--- src/pkg/alu_imm_pkg.sv ---
// Constants, operation codes and helper types of the compact add/subtract datapath
package alu_imm_pkg;

  // ==========================================================
  // Widths
  localparam int XLEN = 64;
  localparam int WLEN = 32;
  localparam int REGN_W = 5;
  localparam int OPC_W = 5;
  localparam int IMM_W = 8;

  // ==========================================================
  // Fixed register numbers
  localparam logic [REGN_W-1:0] TEST_REG_NUM = 5'h18;
  localparam logic [REGN_W-1:0] SP_REG_NUM = 5'h1d;

  // ==========================================================
  // Immediate field positions and scaling
  localparam int IMM4_MSB = 3;
  localparam int IMM5_MSB = 4;
  localparam int IMM8_MSB = 7;
  localparam int SP_ADJ_SHIFT = 3;
  localparam int WORD_SHIFT = 2;
  localparam int PC_MASK_BITS = 2;

  // ==========================================================
  // Reset values of the write-back stage
  localparam logic [XLEN-1:0] WB_DATA_RST = 64'h0;
  localparam logic [REGN_W-1:0] WB_REG_RST = 5'h0;

  // ==========================================================
  // Operation codes on OP_CODE
  localparam logic [OPC_W-1:0] no_op = 5'h00;
  localparam logic [OPC_W-1:0] load_immediate_op = 5'h01;
  localparam logic [OPC_W-1:0] add_immediate_wrap_op_3op = 5'h02;
  localparam logic [OPC_W-1:0] add_immediate_wrap_op_2op = 5'h03;
  localparam logic [OPC_W-1:0] add_immediate_wrap_op_sp = 5'h04;
  localparam logic [OPC_W-1:0] add_immediate_wrap_op_pc = 5'h05;
  localparam logic [OPC_W-1:0] add_immediate_wrap_op_sprel = 5'h06;
  localparam logic [OPC_W-1:0] set_less_imm_signed_op = 5'h07;
  localparam logic [OPC_W-1:0] set_less_imm_unsigned_op = 5'h08;
  localparam logic [OPC_W-1:0] xor_compare_immediate_op = 5'h09;
  localparam logic [OPC_W-1:0] add_wrap_op = 5'h0a;
  localparam logic [OPC_W-1:0] subtract_wrap_op = 5'h0b;
  localparam logic [OPC_W-1:0] dword_add_immediate_wrap_op_3op = 5'h0c;
  localparam logic [OPC_W-1:0] dword_add_immediate_wrap_op_2op = 5'h0d;
  localparam logic [OPC_W-1:0] dword_add_immediate_wrap_op_sp = 5'h0e;
  localparam logic [OPC_W-1:0] dword_add_immediate_wrap_op_pc = 5'h0f;
  localparam logic [OPC_W-1:0] dword_add_immediate_wrap_op_sprel = 5'h10;
  localparam logic [OPC_W-1:0] dword_add_wrap_op = 5'h11;
  localparam logic [OPC_W-1:0] dword_subtract_wrap_op = 5'h12;
  localparam logic [OPC_W-1:0] set_less_signed_op = 5'h13;
  localparam logic [OPC_W-1:0] set_less_unsigned_op = 5'h14;

  // ==========================================================
  // How a result is formed before write-back
  typedef enum logic [2:0] {
    FORM_WORD,
    FORM_DWORD,
    FORM_LT_SIGNED,
    FORM_LT_UNSIGNED,
    FORM_RAW
  } form_t;

endpackage

--- src/rtl/alu_imm_addsub.sv ---
// Execution stage for compact-format immediate and register add, subtract and compare
`timescale 1ns/1ps
`default_nettype none

module alu_imm_addsub
  import alu_imm_pkg::*;
(
  input wire logic MCLK,
  input wire logic RESET_N,
  input wire logic OP_VALID,
  input wire logic [OPC_W-1:0] OP_CODE,
  input wire logic MODE_64,
  input wire logic KERNEL_MODE,
  input wire logic [XLEN-1:0] RX_VAL,
  input wire logic [XLEN-1:0] RY_VAL,
  input wire logic [XLEN-1:0] SP_VAL,
  input wire logic [XLEN-1:0] BASE_PC,
  input wire logic [IMM_W-1:0] IMM,
  input wire logic [REGN_W-1:0] RX_NUM,
  input wire logic [REGN_W-1:0] RY_NUM,
  input wire logic [REGN_W-1:0] RZ_NUM,
  output logic WB_VALID,
  output logic [REGN_W-1:0] WB_REG,
  output logic [XLEN-1:0] WB_DATA,
  output logic RSV_TRAP,
  output logic OVF_TRAP
);

  // ==========================================================
  // Helper functions

  // Word result widened: sign-extended in 64-bit mode, zero upper half otherwise
  function automatic logic [XLEN-1:0] widen_word(input logic [WLEN-1:0] w,
                                                input logic wide);
    logic [XLEN-1:0] r;
    r = {32'h0, w};
    if (wide) begin
      r = {{32{w[WLEN-1]}}, w};
    end
    return r;
  endfunction

  // Zero extension of the immediate field up to msb, then scaled left
  function automatic logic [XLEN-1:0] zext_imm(input logic [IMM_W-1:0] v,
                                              input int msb,
                                              input int sh);
    logic [XLEN-1:0] r;
    r = {56'h0, v};
    r = (r << (XLEN - 1 - msb)) >> (XLEN - 1 - msb);
    r = r << sh;
    return r;
  endfunction

  // Sign extension of the immediate field up to msb, then scaled left
  function automatic logic [XLEN-1:0] sext_imm(input logic [IMM_W-1:0] v,
                                              input int msb,
                                              input int sh);
    logic [XLEN-1:0] r;
    r = {56'h0, v};
    r = XLEN'($signed(r << (XLEN - 1 - msb)) >>> (XLEN - 1 - msb));
    r = r << sh;
    return r;
  endfunction

  // ==========================================================
  // Decode outputs and datapath wires
  logic [XLEN-1:0] opa;
  logic [XLEN-1:0] opb;
  logic sub;
  logic [XLEN-1:0] raw_val;
  logic [REGN_W-1:0] dest;
  form_t form;
  logic is_dword;
  logic known;
  logic trap;
  logic [XLEN-1:0] pc_masked;
  logic [XLEN-1:0] sum;
  logic lt_s;
  logic lt_u;
  logic [XLEN-1:0] result;

  // Registered write-back stage
  logic wb_valid_ff;
  logic nxt_wb_valid;
  logic [REGN_W-1:0] wb_reg_ff;
  logic [REGN_W-1:0] nxt_wb_reg;
  logic [XLEN-1:0] wb_data_ff;
  logic [XLEN-1:0] nxt_wb_data;
  logic rsv_trap_ff;
  logic nxt_rsv_trap;
  logic ovf_trap_ff;
  logic nxt_ovf_trap;

  // Base PC with its low two bits cleared
  assign pc_masked = {BASE_PC[XLEN-1:PC_MASK_BITS], {PC_MASK_BITS{1'b0}}};

  // ==========================================================
  // Operation decode: operands, destination and result form
  always_comb begin
    opa = RX_VAL;
    opb = '0;
    sub = 1'b0;
    raw_val = '0;
    dest = RX_NUM;
    form = FORM_WORD;
    is_dword = 1'b0;
    known = 1'b1;
    case (OP_CODE)
      load_immediate_op: begin
        raw_val = zext_imm(IMM, IMM8_MSB, 0);
        form = FORM_RAW;
      end
      add_immediate_wrap_op_3op: begin
        opb = sext_imm(IMM, IMM4_MSB, 0);
        dest = RY_NUM;
      end
      add_immediate_wrap_op_2op: begin
        opb = sext_imm(IMM, IMM8_MSB, 0);
      end
      add_immediate_wrap_op_sp: begin
        opa = SP_VAL;
        opb = sext_imm(IMM, IMM8_MSB, SP_ADJ_SHIFT);
        dest = SP_REG_NUM;
      end
      add_immediate_wrap_op_pc: begin
        opa = pc_masked;
        opb = zext_imm(IMM, IMM8_MSB, WORD_SHIFT);
        form = FORM_DWORD;
      end
      add_immediate_wrap_op_sprel: begin
        opa = SP_VAL;
        opb = zext_imm(IMM, IMM8_MSB, WORD_SHIFT);
      end
      set_less_imm_signed_op: begin
        opb = zext_imm(IMM, IMM8_MSB, 0);
        sub = 1'b1;
        dest = TEST_REG_NUM;
        form = FORM_LT_SIGNED;
      end
      set_less_imm_unsigned_op: begin
        opb = zext_imm(IMM, IMM8_MSB, 0);
        sub = 1'b1;
        dest = TEST_REG_NUM;
        form = FORM_LT_UNSIGNED;
      end
      xor_compare_immediate_op: begin
        raw_val = RX_VAL ^ zext_imm(IMM, IMM8_MSB, 0);
        dest = TEST_REG_NUM;
        form = FORM_RAW;
      end
      add_wrap_op: begin
        opb = RY_VAL;
        dest = RZ_NUM;
      end
      subtract_wrap_op: begin
        opb = RY_VAL;
        sub = 1'b1;
        dest = RZ_NUM;
      end
      dword_add_immediate_wrap_op_3op: begin
        opb = sext_imm(IMM, IMM4_MSB, 0);
        dest = RY_NUM;
        form = FORM_DWORD;
        is_dword = 1'b1;
      end
      dword_add_immediate_wrap_op_2op: begin
        opa = RY_VAL;
        opb = sext_imm(IMM, IMM5_MSB, 0);
        dest = RY_NUM;
        form = FORM_DWORD;
        is_dword = 1'b1;
      end
      dword_add_immediate_wrap_op_sp: begin
        opa = SP_VAL;
        opb = sext_imm(IMM, IMM8_MSB, SP_ADJ_SHIFT);
        dest = SP_REG_NUM;
        form = FORM_DWORD;
        is_dword = 1'b1;
      end
      dword_add_immediate_wrap_op_pc: begin
        opa = pc_masked;
        opb = zext_imm(IMM, IMM5_MSB, WORD_SHIFT);
        dest = RY_NUM;
        form = FORM_DWORD;
        is_dword = 1'b1;
      end
      dword_add_immediate_wrap_op_sprel: begin
        opa = SP_VAL;
        opb = zext_imm(IMM, IMM5_MSB, WORD_SHIFT);
        dest = RY_NUM;
        form = FORM_DWORD;
        is_dword = 1'b1;
      end
      dword_add_wrap_op: begin
        opb = RY_VAL;
        dest = RZ_NUM;
        form = FORM_DWORD;
        is_dword = 1'b1;
      end
      dword_subtract_wrap_op: begin
        opb = RY_VAL;
        sub = 1'b1;
        dest = RZ_NUM;
        form = FORM_DWORD;
        is_dword = 1'b1;
      end
      set_less_signed_op: begin
        opb = RY_VAL;
        sub = 1'b1;
        dest = TEST_REG_NUM;
        form = FORM_LT_SIGNED;
      end
      set_less_unsigned_op: begin
        opb = RY_VAL;
        sub = 1'b1;
        dest = TEST_REG_NUM;
        form = FORM_LT_UNSIGNED;
      end
      default: begin
        known = 1'b0;
      end
    endcase
  end

  // ==========================================================
  // Shared adder; comparisons are taken on an extra bit
  addsub_unit #(
    .WIDTH(XLEN)
  ) u_addsub (
    .opa(opa),
    .opb(opb),
    .sub(sub),
    .result(sum),
    .lt_signed(lt_s),
    .lt_unsigned(lt_u)
  );

  // ==========================================================
  // Result shaping by form
  always_comb begin
    case (form)
      FORM_WORD: result = widen_word(sum[WLEN-1:0], MODE_64);
      FORM_DWORD: result = sum;
      FORM_LT_SIGNED: result = {63'h0, lt_s};
      FORM_LT_UNSIGNED: result = {63'h0, lt_u};
      FORM_RAW: result = raw_val;
      default: result = '0;
    endcase
  end

  // Doubleword opcodes (is_dword) are reserved unless 64-bit or kernel mode is set
  assign trap = OP_VALID & known & is_dword & ~MODE_64 & ~KERNEL_MODE;

  // ==========================================================
  // Next values of the write-back stage
  always_comb begin
    nxt_wb_valid = OP_VALID & known & ~trap;
    nxt_wb_reg = wb_reg_ff;
    nxt_wb_data = wb_data_ff;
    nxt_rsv_trap = trap;
    nxt_ovf_trap = 1'b0;
    if (nxt_wb_valid) begin
      nxt_wb_reg = dest;
      nxt_wb_data = result;
    end
  end

  // ==========================================================
  // Write-back stage registers
  always_ff @(posedge MCLK or negedge RESET_N) begin
    if (!RESET_N) begin
      wb_valid_ff <= 1'b0;
      wb_reg_ff <= WB_REG_RST;
      wb_data_ff <= WB_DATA_RST;
      rsv_trap_ff <= 1'b0;
      ovf_trap_ff <= 1'b0;
    end else begin
      wb_valid_ff <= nxt_wb_valid;
      wb_reg_ff <= nxt_wb_reg;
      wb_data_ff <= nxt_wb_data;
      rsv_trap_ff <= nxt_rsv_trap;
      ovf_trap_ff <= nxt_ovf_trap;
    end
  end

  // Outputs straight from flip-flops
  assign WB_VALID = wb_valid_ff;
  assign WB_REG = wb_reg_ff;
  assign WB_DATA = wb_data_ff;
  assign RSV_TRAP = rsv_trap_ff;
  assign OVF_TRAP = ovf_trap_ff;

endmodule

`default_nettype wire

--- src/rtl/addsub_unit.sv ---
// Shared adder/subtractor with overflow-proof signed and unsigned less-than
`timescale 1ns/1ps
`default_nettype none

module addsub_unit
  import alu_imm_pkg::*;
#(
  parameter int WIDTH = XLEN
) (
  input wire logic [WIDTH-1:0] opa,
  input wire logic [WIDTH-1:0] opb,
  input wire logic sub,
  output logic [WIDTH-1:0] result,
  output logic lt_signed,
  output logic lt_unsigned
);

  logic [WIDTH:0] diff_u;
  logic [WIDTH:0] diff_s;

  // ==========================================================
  // Wrapping sum or difference, no overflow detection at all
  always_comb begin
    if (sub) begin
      result = opa - opb;
    end else begin
      result = opa + opb;
    end
  end

  // ==========================================================
  // Comparisons on one extra bit so an overflowing subtraction never flips the answer
  always_comb begin
    diff_u = {1'b0, opa} - {1'b0, opb};
    diff_s = {opa[WIDTH-1], opa} - {opb[WIDTH-1], opb};
    lt_unsigned = diff_u[WIDTH];
    lt_signed = diff_s[WIDTH];
  end

endmodule

`default_nettype wire

--- config.mk ---
export PLATFORM = sky130hd
export DESIGN_NAME = alu_imm_addsub
export DESIGN_NICKNAME = d
export VERILOG_FILES = /design/src/pkg/alu_imm_pkg.sv /design/src/rtl/alu_imm_addsub.sv /design/src/rtl/addsub_unit.sv
export SDC_FILE = /design/constraint.sdc
export NUM_CORES = 1
export LEC_CHECK = 0
export ABC_AREA = 0
export ABC_CLOCK_PERIOD_IN_PS = 1400
export BUFFER_PORTS_ARGS = -buffer_cell sky130_fd_sc_hd__buf_2
export CAP_MARGIN = 20
export CORE_ASPECT_RATIO = 1.4
export CORE_UTILIZATION = 50
export DETAILED_ROUTE_END_ITERATION = 12
export HOLD_SLACK_MARGIN = 0.12
export PLACE_DENSITY = 0.83
export RECOVER_POWER = 25
export SYNTH_ARGS = -nofsm -noshare
export SYNTH_HDL_FRONTEND = slang
export SYNTH_SLANG_ARGS = --single-unit
--- constraint.sdc ---
create_clock -name MCLK -period 1.4 [get_ports MCLK]
set_input_delay 0.28 -clock MCLK [delete_from_list [all_inputs] [get_ports MCLK]]
set_output_delay 0.28 -clock MCLK [all_outputs]
set_load 0.005 [all_outputs]
==> summary by stage, run 1 <==
Synth
Of the total synthesized cell area, the portion taken by XOR and XNOR cells is about 7.7%. For this run, the register share of the synthesized area comes to between 10% and 20%. After synthesis, the cell types taking the most area are sky130_fd_sc_hd__dfrtp_1 14%, sky130_fd_sc_hd__ha_1 13%, sky130_fd_sc_hd__nand2_1 7.8%. The number of synthesized register bits is 71. The synthesized netlist devotes about a third of its cell area to compound gates. The main combinational cell family by area after synthesis is compound AO/OA/AOI/OAI gates. The post-synthesis instance area is 0.0131 mm². The number of distinct library cells after synthesis is 89. The synthesized net count is 2273. In the synthesized netlist, mux cells make up 0.794% of the area.

Of the total synthesized cell area, the portion taken by full adders, half adders and majority gates is 12.8%. The synthesized design contains 0 enable-type register cells. The mean cell area of the mapped netlist is 7.06 µm².

In the synthesized netlist, the cells that appear most often are 273 x sky130_fd_sc_hd__nand2_1, 202 x sky130_fd_sc_hd__a21oi_1, 183 x sky130_fd_sc_hd__nor2_1. After synthesis, the largest area contributor takes up 13.6% of total cell area. The instance count of the mapped netlist is 1851. sky130_fd_sc_hd__dfrtp_1 takes more of the synthesized area than any other cell. Among all flip-flop cells after synthesis, the most frequent one is sky130_fd_sc_hd__dfrtp_1. Counting flops with an async set or reset pin after synthesis yields a share of 100%. sky130_fd_sc_hd__nand2_1 is the most common cell in the netlist.

The Yosys step of the flow raised 0 warnings. After Yosys synthesis, and, or, nand and nor cells account for 25.6% of the synthesized area.

Clock network
The total clock buffers created by CTS is 9. The number of levels in the clock H-tree is 3. CTS placed an instance of sky130_fd_sc_hd__clkbuf_16 at the clock tree root. The clock drives 71 sinks. The longest clock path from root to sink contains 2 buffers.

Place
The congestion estimate from routability-driven global placement came to 1.22. The count of buffers added on input and output ports is between 300 and 400. The half-perimeter wire length after placement is 56300 µm.

The number of placed instances, taps included, is 3088.

Global route
The first global-routing pass estimated 186000 µm of wire. For this run the aggregate overflow at the end of global routing stands at 800. The total track usage is 87.6%. The pin count of the biggest net entering global routing is 49.

The number of global-route vias before repair came to 29000.

Floorplanning
The floorplan step set the die height to 193 µm. The initial utilization of the core area, before any placement, comes to 51.2%. In this run the count of I/O pins placed on the die edge is 361. The floorplan has 69 rows. Measured along the x axis, the die boundary spans ~140 µm.

Run status
The run stopped with a tool error. The halt point of the flow is global routing. The tool reported: "[ERROR GRT-0116] Global routing finished with congestion. Check the congestion regions in the DRC Viewer".
what timing repair did:
item,CTS
gates cloned,2
endpoints found under the setup margin,70
pin swaps,146
endpoints found under the hold margin,71
hold buffers,1
buffers inserted,78
resized for setup,290
kinds of logic after synthesis:
logic type               Yosys count
other                              1
XOR/XNOR                         115
adder cells (fa/ha/maj)          133
buffers and inverters            155
flip-flops                        71
AND/OR/NAND/NOR                  713
AO/OA/AOI/OAI                    653
multiplexers                      10
metrics by stage:
| step | setup WS, ns | setup TNS [ns] | area (µm²) |
|---|---|---|---|
| global placement | -4.07 | -224.57 | 20500 |
| detailed placement | -4.36 | -239.05 | 20500 |
| CTS | -3.66 | -196.64 | 22700 |
| floorplan | -3.97 | -210.29 | 13700 |
routing by layer:
layer  overflow  GRT usage [%]
met5          1           27.8
met4        266           94.4
met3         14           73.9
met2        506            106
met1         13           83.8
==> inputs of run 2 (changes only) <==
--- a/config.mk
+++ b/config.mk
@@ -9,11 +9,9 @@
 export ABC_CLOCK_PERIOD_IN_PS = 1400
 export BUFFER_PORTS_ARGS = -buffer_cell sky130_fd_sc_hd__buf_2
 export CAP_MARGIN = 20
-export CORE_ASPECT_RATIO = 1.4
-export CORE_UTILIZATION = 50
+export CORE_UTILIZATION = 35
 export DETAILED_ROUTE_END_ITERATION = 12
-export HOLD_SLACK_MARGIN = 0.12
-export PLACE_DENSITY = 0.83
+export PLACE_DENSITY_LB_ADDON = 0.15
 export RECOVER_POWER = 25
 export SYNTH_ARGS = -nofsm -noshare
 export SYNTH_HDL_FRONTEND = slang
==> summary by stage, run 2 <==
Power
The maximum ir drop on the vdd rail is 0.000763 V. For this design the static power due to leakage is 11.5 nW. The internal power consumption is 14.0 mW. The switching power share of the total is between 40% and 50%. Summing internal, switching and leakage power gives 25.6 mW. The proportion of power drawn by combinational gates is 77.4%. The power dissipated by switching net loads is about 12 mW. In this run the power density over the cells is 1060 mW/mm². The part of the total power dissipated in the clock network is 10.1%. In this run, flip-flops and latches consume 12.5% of the power.

STA
The count of final max-slew check failures came to 0. Timing would allow up to 196 MHz. In the final timing run, aggregate negative setup slack is -200.68 ns. Setup slack on the critical path of the routed design comes to -3.70 ns. After layout, the minimum clock period comes to 5.10 ns.

For the pin with the worst max-slew slack, the measured transition is 0.794 ns. Setup repair after global routing could not meet its margin everywhere. The number of failing hold endpoints at the final stage is 0.

After layout, the worst path uses 364% of the clock period. The smallest hold slack is 0.147 ns. The final-report setup violation count is 70. The relative slew slack is a little under half. For the final database, setup skew stands at 0 ns.

Detailed routing
The remaining antenna violation count after routing is 0. The number of vias per cell is 5.74. The detailed router placed around 19000 vias in this run. The number of iterations in the first detailed-routing pass is 7. The total wire length after detailed routing is slightly above 70000 µm. The wire length per cell after detailed routing is 21.1 µm. In the routed design, unresolved DRC markers number 0. The iteration-0 DRC count of the detailed router is 1511.

Synth
By count the netlist is led by 273 x sky130_fd_sc_hd__nand2_1, 202 x sky130_fd_sc_hd__a21oi_1, 183 x sky130_fd_sc_hd__nor2_1. The most frequently used flop master after synthesis is sky130_fd_sc_hd__dfrtp_1. The share of flip-flops with an asynchronous set or reset after synthesis is 100%.

The number of enable flip-flop cells after synthesis is 0. The sequential cell area fraction in the yosys report is 13.6%. Counting flops and latches in the post-synthesis netlist gives 71. After technology mapping, the gate count stands at 1851. The mean cell area of the mapped netlist is 7.06 µm². By area the synthesized netlist is led by sky130_fd_sc_hd__dfrtp_1 14%, sky130_fd_sc_hd__ha_1 13%, sky130_fd_sc_hd__nand2_1 7.8%. The largest total area in the synthesized netlist belongs to sky130_fd_sc_hd__dfrtp_1.

The area share of the largest cell type after synthesis is 13.6%. Yosys printed 0 warnings. After synthesis, the netlist uses between 80 and 90 different library cells.

In this run the cell area of the synthesized design comes to 0.0131 mm². The most frequently used cell type in the post-synthesis netlist is sky130_fd_sc_hd__nand2_1. Synthesis produced a netlist with a net count of ~2300.

Clock network
The longest clock path from root to sink contains 2 buffers. TritonCTS built the clock tree. The number of sinks handled by clock tree synthesis is 71. The number of clock buffers added by TritonCTS is 9. The number of levels in the clock H-tree is 3. The clock transition time at the flip-flop clock pins of the worst setup and hold paths is 0.07 ns. The clock tree root driver cell is sky130_fd_sc_hd__clkbuf_16.

The clock latency reported for the late side of the worst-skew pair is 0.38 ns.

Floorplanning
The number of ports placed on the die boundary is 361. The number of rows created at floorplan is 70. The initial core utilization is 35.6%. The vertical extent of the die is between 150 and 200 µm.

The total core area is 0.0367 mm². The die span in x is 195 µm. The overall die area is 0.0381 mm².

Global route
The number of antenna violations at the first check in global routing is 4. The global route total overflow is 0. Global routing used roughly 36% of the available tracks across all layers.

The number of global-route vias before repair is about 19000. The pin count of the biggest net entering global routing is 72. The first global-routing pass estimated 107000 µm of wire.

Setup path
The critical path is of the in -> reg type. The required arrival time at the worst endpoint is 1.67 ns. At the worst endpoint, the arrival time is 5.36 ns. Of all nets on the critical path, the largest fanout is 9. The kind of end point of the critical path is a flop.

The startpoint type of the worst setup path is an input pin. The slack of the worst reg-to-reg path is 0.33 ns.

Cells and area
The share of the core filled with cells is 66.0%. The post-layout net count is 3323. The area added between synthesis and finish is 85.3%. The most frequent standard cell in the layout excluding fill and tap cells is sky130_fd_sc_hd__buf_4. The register with the most flip-flops in the layout has 64 of them. The post-route non-filler standard cell count is 3375. The cell area after layout is 0.0242 mm². In the layout the commonest cells are 696 x sky130_fd_sc_hd__buf_4, 351 x sky130_fd_sc_hd__buf_2, 254 x sky130_fd_sc_hd__nand2_1. The post-route netlist has 52.6% of its cells at a drive strength greater than 1.

Place
At the placement stage, the worst setup path has a slack of -4.31 ns. The area of placed instances is 0.0208 mm². The wire-length estimate of the detail-placed layout is 56100 µm.

The final weighted congestion of routability-driven global placement is about 0.98. During placement, the flow inserted port buffers numbering ~360. The number of instances in the placed design is 3241.

Run status
The checks that failed: negative setup slack. The flow ran to the end, but the final reports show violations.

Run
The tool flagged a number of max-cap violations equal to 0.

Hold path
The path class of the tightest hold or removal check is in -> reg.
## run 2: cell counts after synthesis
Identical to the previous run, type by type.
## run 2: layout make-up
class,instances,area (µm²)
antenna,2,5.00
clock buffer,10,239
clock inverter,5,58.8
fill,3181,12500
inverter,28,110
multi-input combinational,1626,12900
sequential,71,1780
tap,468,586
timing repair buffer,1165,8590
## run 2: cell families (layout without fill, tap and decap cells)
| group | after synthesis | in the layout | share of synthesized area [%] |
|---|---|---|---|
| adder cells (fa/ha/maj) | 133 | 133 | 12.8 |
| XOR/XNOR | 115 | 115 | 7.70 |
| AO/OA/AOI/OAI | 653 | 653 | 34.7 |
| flip-flops | 71 | 71 | 13.6 |
| buffers and inverters | 155 | 1208 | 4.80 |
| multiplexers | 10 | 10 | 0.794 |
| AND/OR/NAND/NOR | 713 | 714 | 25.6 |
| other | 1 | 3 | 0.0287 |
## run 2: timing repair
action / 4_1_cts / 5_1_grt
hold endpoints to repair: 71 / 0
hold buffers: 1 / 0
pin swaps: 147 / 161
resized for setup: 315 / 168
endpoints found under the setup margin: 70 / 70
setup buffers: 75 / 54
gates cloned: 3 / 2
## run 2: routing by layer
metal  track usage [%]  wire length [µm]  vias up
li1                  -                 -     9153
met1              45.4             29300     9205
met2              61.8             34200      842
met3              4.04              4790      166
met4              14.9              2840        2
met5                 0                13        -
## run 2: final timing paths
check	startpoint	end	depth (start not counted)
min in group asynchronous	RESET_N	WB_DATA[17]	3
hold / removal	OP_VALID	RSV_TRAP	3
setup / recovery	OP_CODE[1]	WB_DATA[56]	23
hold reg to reg	WB_DATA[42]	WB_DATA[42]	1
max in group asynchronous	RESET_N	WB_DATA[48]	3
setup reg to reg	WB_DATA[55]	WB_DATA[55]	4
## run 2: power groups by stage
stage	Sequential [mW]	Clock (mW)	Combinational, mW
after global placement	3.18	0	15.9
after floorplan	3.21	0	8.20
final	3.20	2.59	19.8
after detailed placement	3.19	0	16.0
after global routing	3.27	2.68	21.2
after CTS	3.18	2.61	18.2
## run 2: critical path, cell delays in order
cell and delay, ns:
sky130_fd_sc_hd__buf_12 0.11, sky130_fd_sc_hd__or2_4 0.26, sky130_fd_sc_hd__a21boi_4 0.19, sky130_fd_sc_hd__o21ai_4 0.11, sky130_fd_sc_hd__a2111oi_4 0.42, sky130_fd_sc_hd__or4b_1 0.47, sky130_fd_sc_hd__or3_4 0.48, sky130_fd_sc_hd__a211oi_4 0.23
sky130_fd_sc_hd__a31oi_1 0.14, sky130_fd_sc_hd__xor2_1 0.17, sky130_fd_sc_hd__ha_1 0.32, sky130_fd_sc_hd__a21oi_1 0.09, sky130_fd_sc_hd__inv_1 0.09, sky130_fd_sc_hd__buf_4 0.11, sky130_fd_sc_hd__a31oi_1 0.09, sky130_fd_sc_hd__a221o_1 0.45
sky130_fd_sc_hd__buf_6 0.16, sky130_fd_sc_hd__a211oi_4 0.30, sky130_fd_sc_hd__o21ai_4 0.13, sky130_fd_sc_hd__o21ai_4 0.21, sky130_fd_sc_hd__a21oi_2 0.08, sky130_fd_sc_hd__mux2i_1 0.13, sky130_fd_sc_hd__a221o_1 0.30
Note: power is estimated with default switching activity, not from simulation.
==> inputs of run 3 (changes only) <==
--- a/config.mk
+++ b/config.mk
@@ -11,7 +11,7 @@
 export CAP_MARGIN = 20
 export CORE_UTILIZATION = 35
 export DETAILED_ROUTE_END_ITERATION = 12
-export PLACE_DENSITY_LB_ADDON = 0.15
+export PLACE_DENSITY = 0.69
 export RECOVER_POWER = 25
 export SYNTH_ARGS = -nofsm -noshare
 export SYNTH_HDL_FRONTEND = slang
==> summary by stage, run 3 (synthesis gave the netlist of run 2 again) <==
Clock network
The clock transition time at the flip-flop clock pins of the worst setup and hold paths is 0.07 ns. The clock latency reported for the late side of the worst-skew pair is 0.38 ns. In this run, CTS created clock tree buffers numbering 9. In this run the clock root is driven by a sky130_fd_sc_hd__clkbuf_16. The H-tree was split into 3 levels. The buffer depth of the longest clock path is 2.

The TritonCTS clock tree is built. For this design, the sink count on the clock tree is 71.

Detailed routing
In the routed design, unresolved DRC markers number 0. The wire length per cell after detailed routing is 21.3 µm. Once detail routing completed, the nets flagged for antenna violations numbered 0.

After detailed routing, the total wire length is between 70000 and 80000 µm. The iteration-0 DRC count of the detailed router is 2003. The number of vias per cell is 5.92.

The number of iterations in the first detailed-routing pass is 9. The detailed router placed 20000 vias in this run.

Global route
The number of antenna violations at the first check in global routing came to 2. The global route total overflow is 0. Entering global routing, the biggest net connects 72 pins. The total track usage is a little over a third.

The number of global-route vias before repair came to 19900. The wire length of the first global-routing pass is 107000 µm.

Place
After detailed placement, the total cell area comes to approximately 0.021 mm². The HPWL after detailed placement is around 56000 µm. The count of buffers added on input and output ports is 357.

The final weighted congestion of routability-driven global placement is 1.01. The pre-CTS worst setup slack is -4.48 ns.

Setup path
For this design, the slowest cell found on the critical path is sky130_fd_sc_hd__or4b_4. Data on the critical path arrives at its endpoint at 5.43 ns. The sum of buffers and inverters on the critical path is 4.

The startpoint type of the worst setup path is an input pin. Grouping stages by cell kind, the critical path spends the most delay in compound AO/OA/AOI/OAI gates. STA classifies the critical path endpoint as a flop.

In this design, the stage delay of the slowest critical-path cell is 0.51 ns. The endpoint of the worst-slack reg-to-reg timing path is WB_DATA[55]. Of all nets on the critical path, the largest fanout is 5.

The category of the critical setup timing path is in -> reg. Traced cell by cell, the critical path runs through buf_16, buf_6, or3b_4, a21oi_4, nand2b_4, a2111oi_4, or4b_4, or3_4, buf_4, nor2_4, buf_4, a31oi_1, xor2_1, ha_1, a21oi_1, o21ai_1, a311oi_4, a221o_2, a2111oi_4, o2111ai_2, a31oi_2, nor3_1, or3b_4, a21oi_2. The worst register-to-register path has a setup slack of between 0.3 and 0.4 ns.

The cell count of the worst reg-to-reg path is 4. The required arrival time at the worst endpoint is 1.72 ns. The startpoint of the most critical register-to-register path is WB_DATA[55].

STA
The tightest hold path in the finished design has a slack of 0.137 ns. For the pin with the worst max-slew slack, the measured transition is 0.798 ns. Counting I/O delays and the setup requirement, the final critical path takes 5.11 ns. The fraction of the cycle the final worst path needs is 365%. Timing would allow up to between 150 and 200 MHz. The number of failing hold endpoints at the final stage was 0. The count of final max-slew check failures came to 0. Setup violations remaining at the end of the flow were counted as 70.

The setup slack of the critical path after layout is -3.71 ns. The maximum clock skew at final layout is 0 ns. The relative slew slack is 46.8%. Setup repair after global routing could not meet its margin everywhere.

Floorplanning
The initial core utilization is 35.6%. From left edge to right edge, the die measures 195 µm. After floorplanning, the core was sized to cover 0.0367 mm². The die covers between 0.03 and 0.04 mm².

Measured along the y axis, the die boundary spans 195 µm. The number of ports placed on the die boundary is approximately 360. The number of rows created at floorplan is 70.

Cells and area
Registers take 0.00178 mm². The filler cells instantiated in the layout total between 3000 and 4000. Relative to the synthesized area, the layout overhead comes to 84.4%.

The most frequent standard cell in the layout excluding fill and tap cells is sky130_fd_sc_hd__buf_4. In the layout the commonest cells are 718 x sky130_fd_sc_hd__buf_4, 351 x sky130_fd_sc_hd__buf_2, 258 x sky130_fd_sc_hd__nand2_1. The area occupied by multi-input gates is 0.0127 mm².

The net count of the finished layout is 3330. The cell area after layout is 0.0241 mm². In the final layout, the share of cells above drive strength 1 is a little over half. The register with the most flip-flops in the layout has 64 of them.

Run status
The checks that failed: negative setup slack. The flow ran to the end, but the final reports show violations.

Power
The analysis attributes to cell leakage a power of 11.5 nW. Across the VDD grid, the largest voltage drop is 0.000722 V. Dividing total power by cell area gives a power density of between 1000 and 1500 mW/mm².

Run
Max-cap violations in this run came to 0.

Hold path
The worst hold path begins at OP_VALID. The endpoint of the worst hold path is RSV_TRAP. The tightest min-delay check is of the in -> reg type. The cell count of the worst hold path is 3.
[run 3: layer usage]
metal,wire length [µm],track usage (%),up-vias
met5,0,0,-
li1,-,-,9155
met2,33800,60.8,1052
met4,3890,18.6,0
met3,5180,4.94,248
met1,29000,44.1,9562
[run 3: through the flow]
step / total power [mW] / instances / TNS, ns / utilization (%)
finish: 25.4 / 3382 / -204.29 / 65.7
global route: 26.8 / 3381 / -215.96 / 65.7
CTS: 23.7 / 3345 / -194.26 / 62.9
detailed placement: 19.3 / 3273 / -243.38 / 57.2
global placement: 19.0 / 3273 / -239.84 / 57.2
floorplan: 11.4 / 1851 / -210.29 / -
[run 3: final cells by class]
cell class | instances | area share [%]
multi-input cells | 1626 | 52.8
repair buffers | 1172 | 35.7
diodes | 2 | 0.0208
inverters | 28 | 0.472
well taps | 468 | 2.43
clock buffers | 10 | 0.991
clock inverters | 5 | 0.244
flip-flops and latches | 71 | 7.37
[run 3: worst max-delay path by stage]
stage,start,end,slack (ns),cells after the start
6_report,OP_CODE[1],WB_DATA[60],-3.71,24
3_3_place_gp,OP_CODE[1],WB_DATA[63],-4.37,26
3_5_place_dp,OP_CODE[1],WB_DATA[63],-4.48,26
5_1_grt,OP_CODE[1],WB_DATA[52],-3.90,24
4_1_cts,OP_CODE[1],WB_DATA[60],-3.58,22
2_1_floorplan,OP_CODE[1],WB_DATA[60],-3.97,26
[run 3: timing repair]
item,4_1_cts,5_1_grt
endpoints found under the hold margin,71,0
hold buffers,1,0
gates cloned,3,1
resized for setup,287,140
endpoints found under the setup margin,70,70
pin swaps,130,106
setup buffers,55,38
[run 3: power breakdown]
group | leakage (nW) | internal (mW) | total, mW | switching, mW
registers | 0.826 | 2.76 | 3.19 | 0.432
clock network | 0.141 | 1.42 | 2.56 | 1.14
logic | 10.5 | 9.69 | 19.6 | 9.95
[run 3: worst reg2reg max path: stages (launching register included)]
cell                        delay [ns]
sky130_fd_sc_hd__dfrtp_1          0.39
sky130_fd_sc_hd__nor2_1           0.21
sky130_fd_sc_hd__nor3_1           0.09
sky130_fd_sc_hd__a2bb2oi_2        0.13
sky130_fd_sc_hd__o31ai_1          0.08
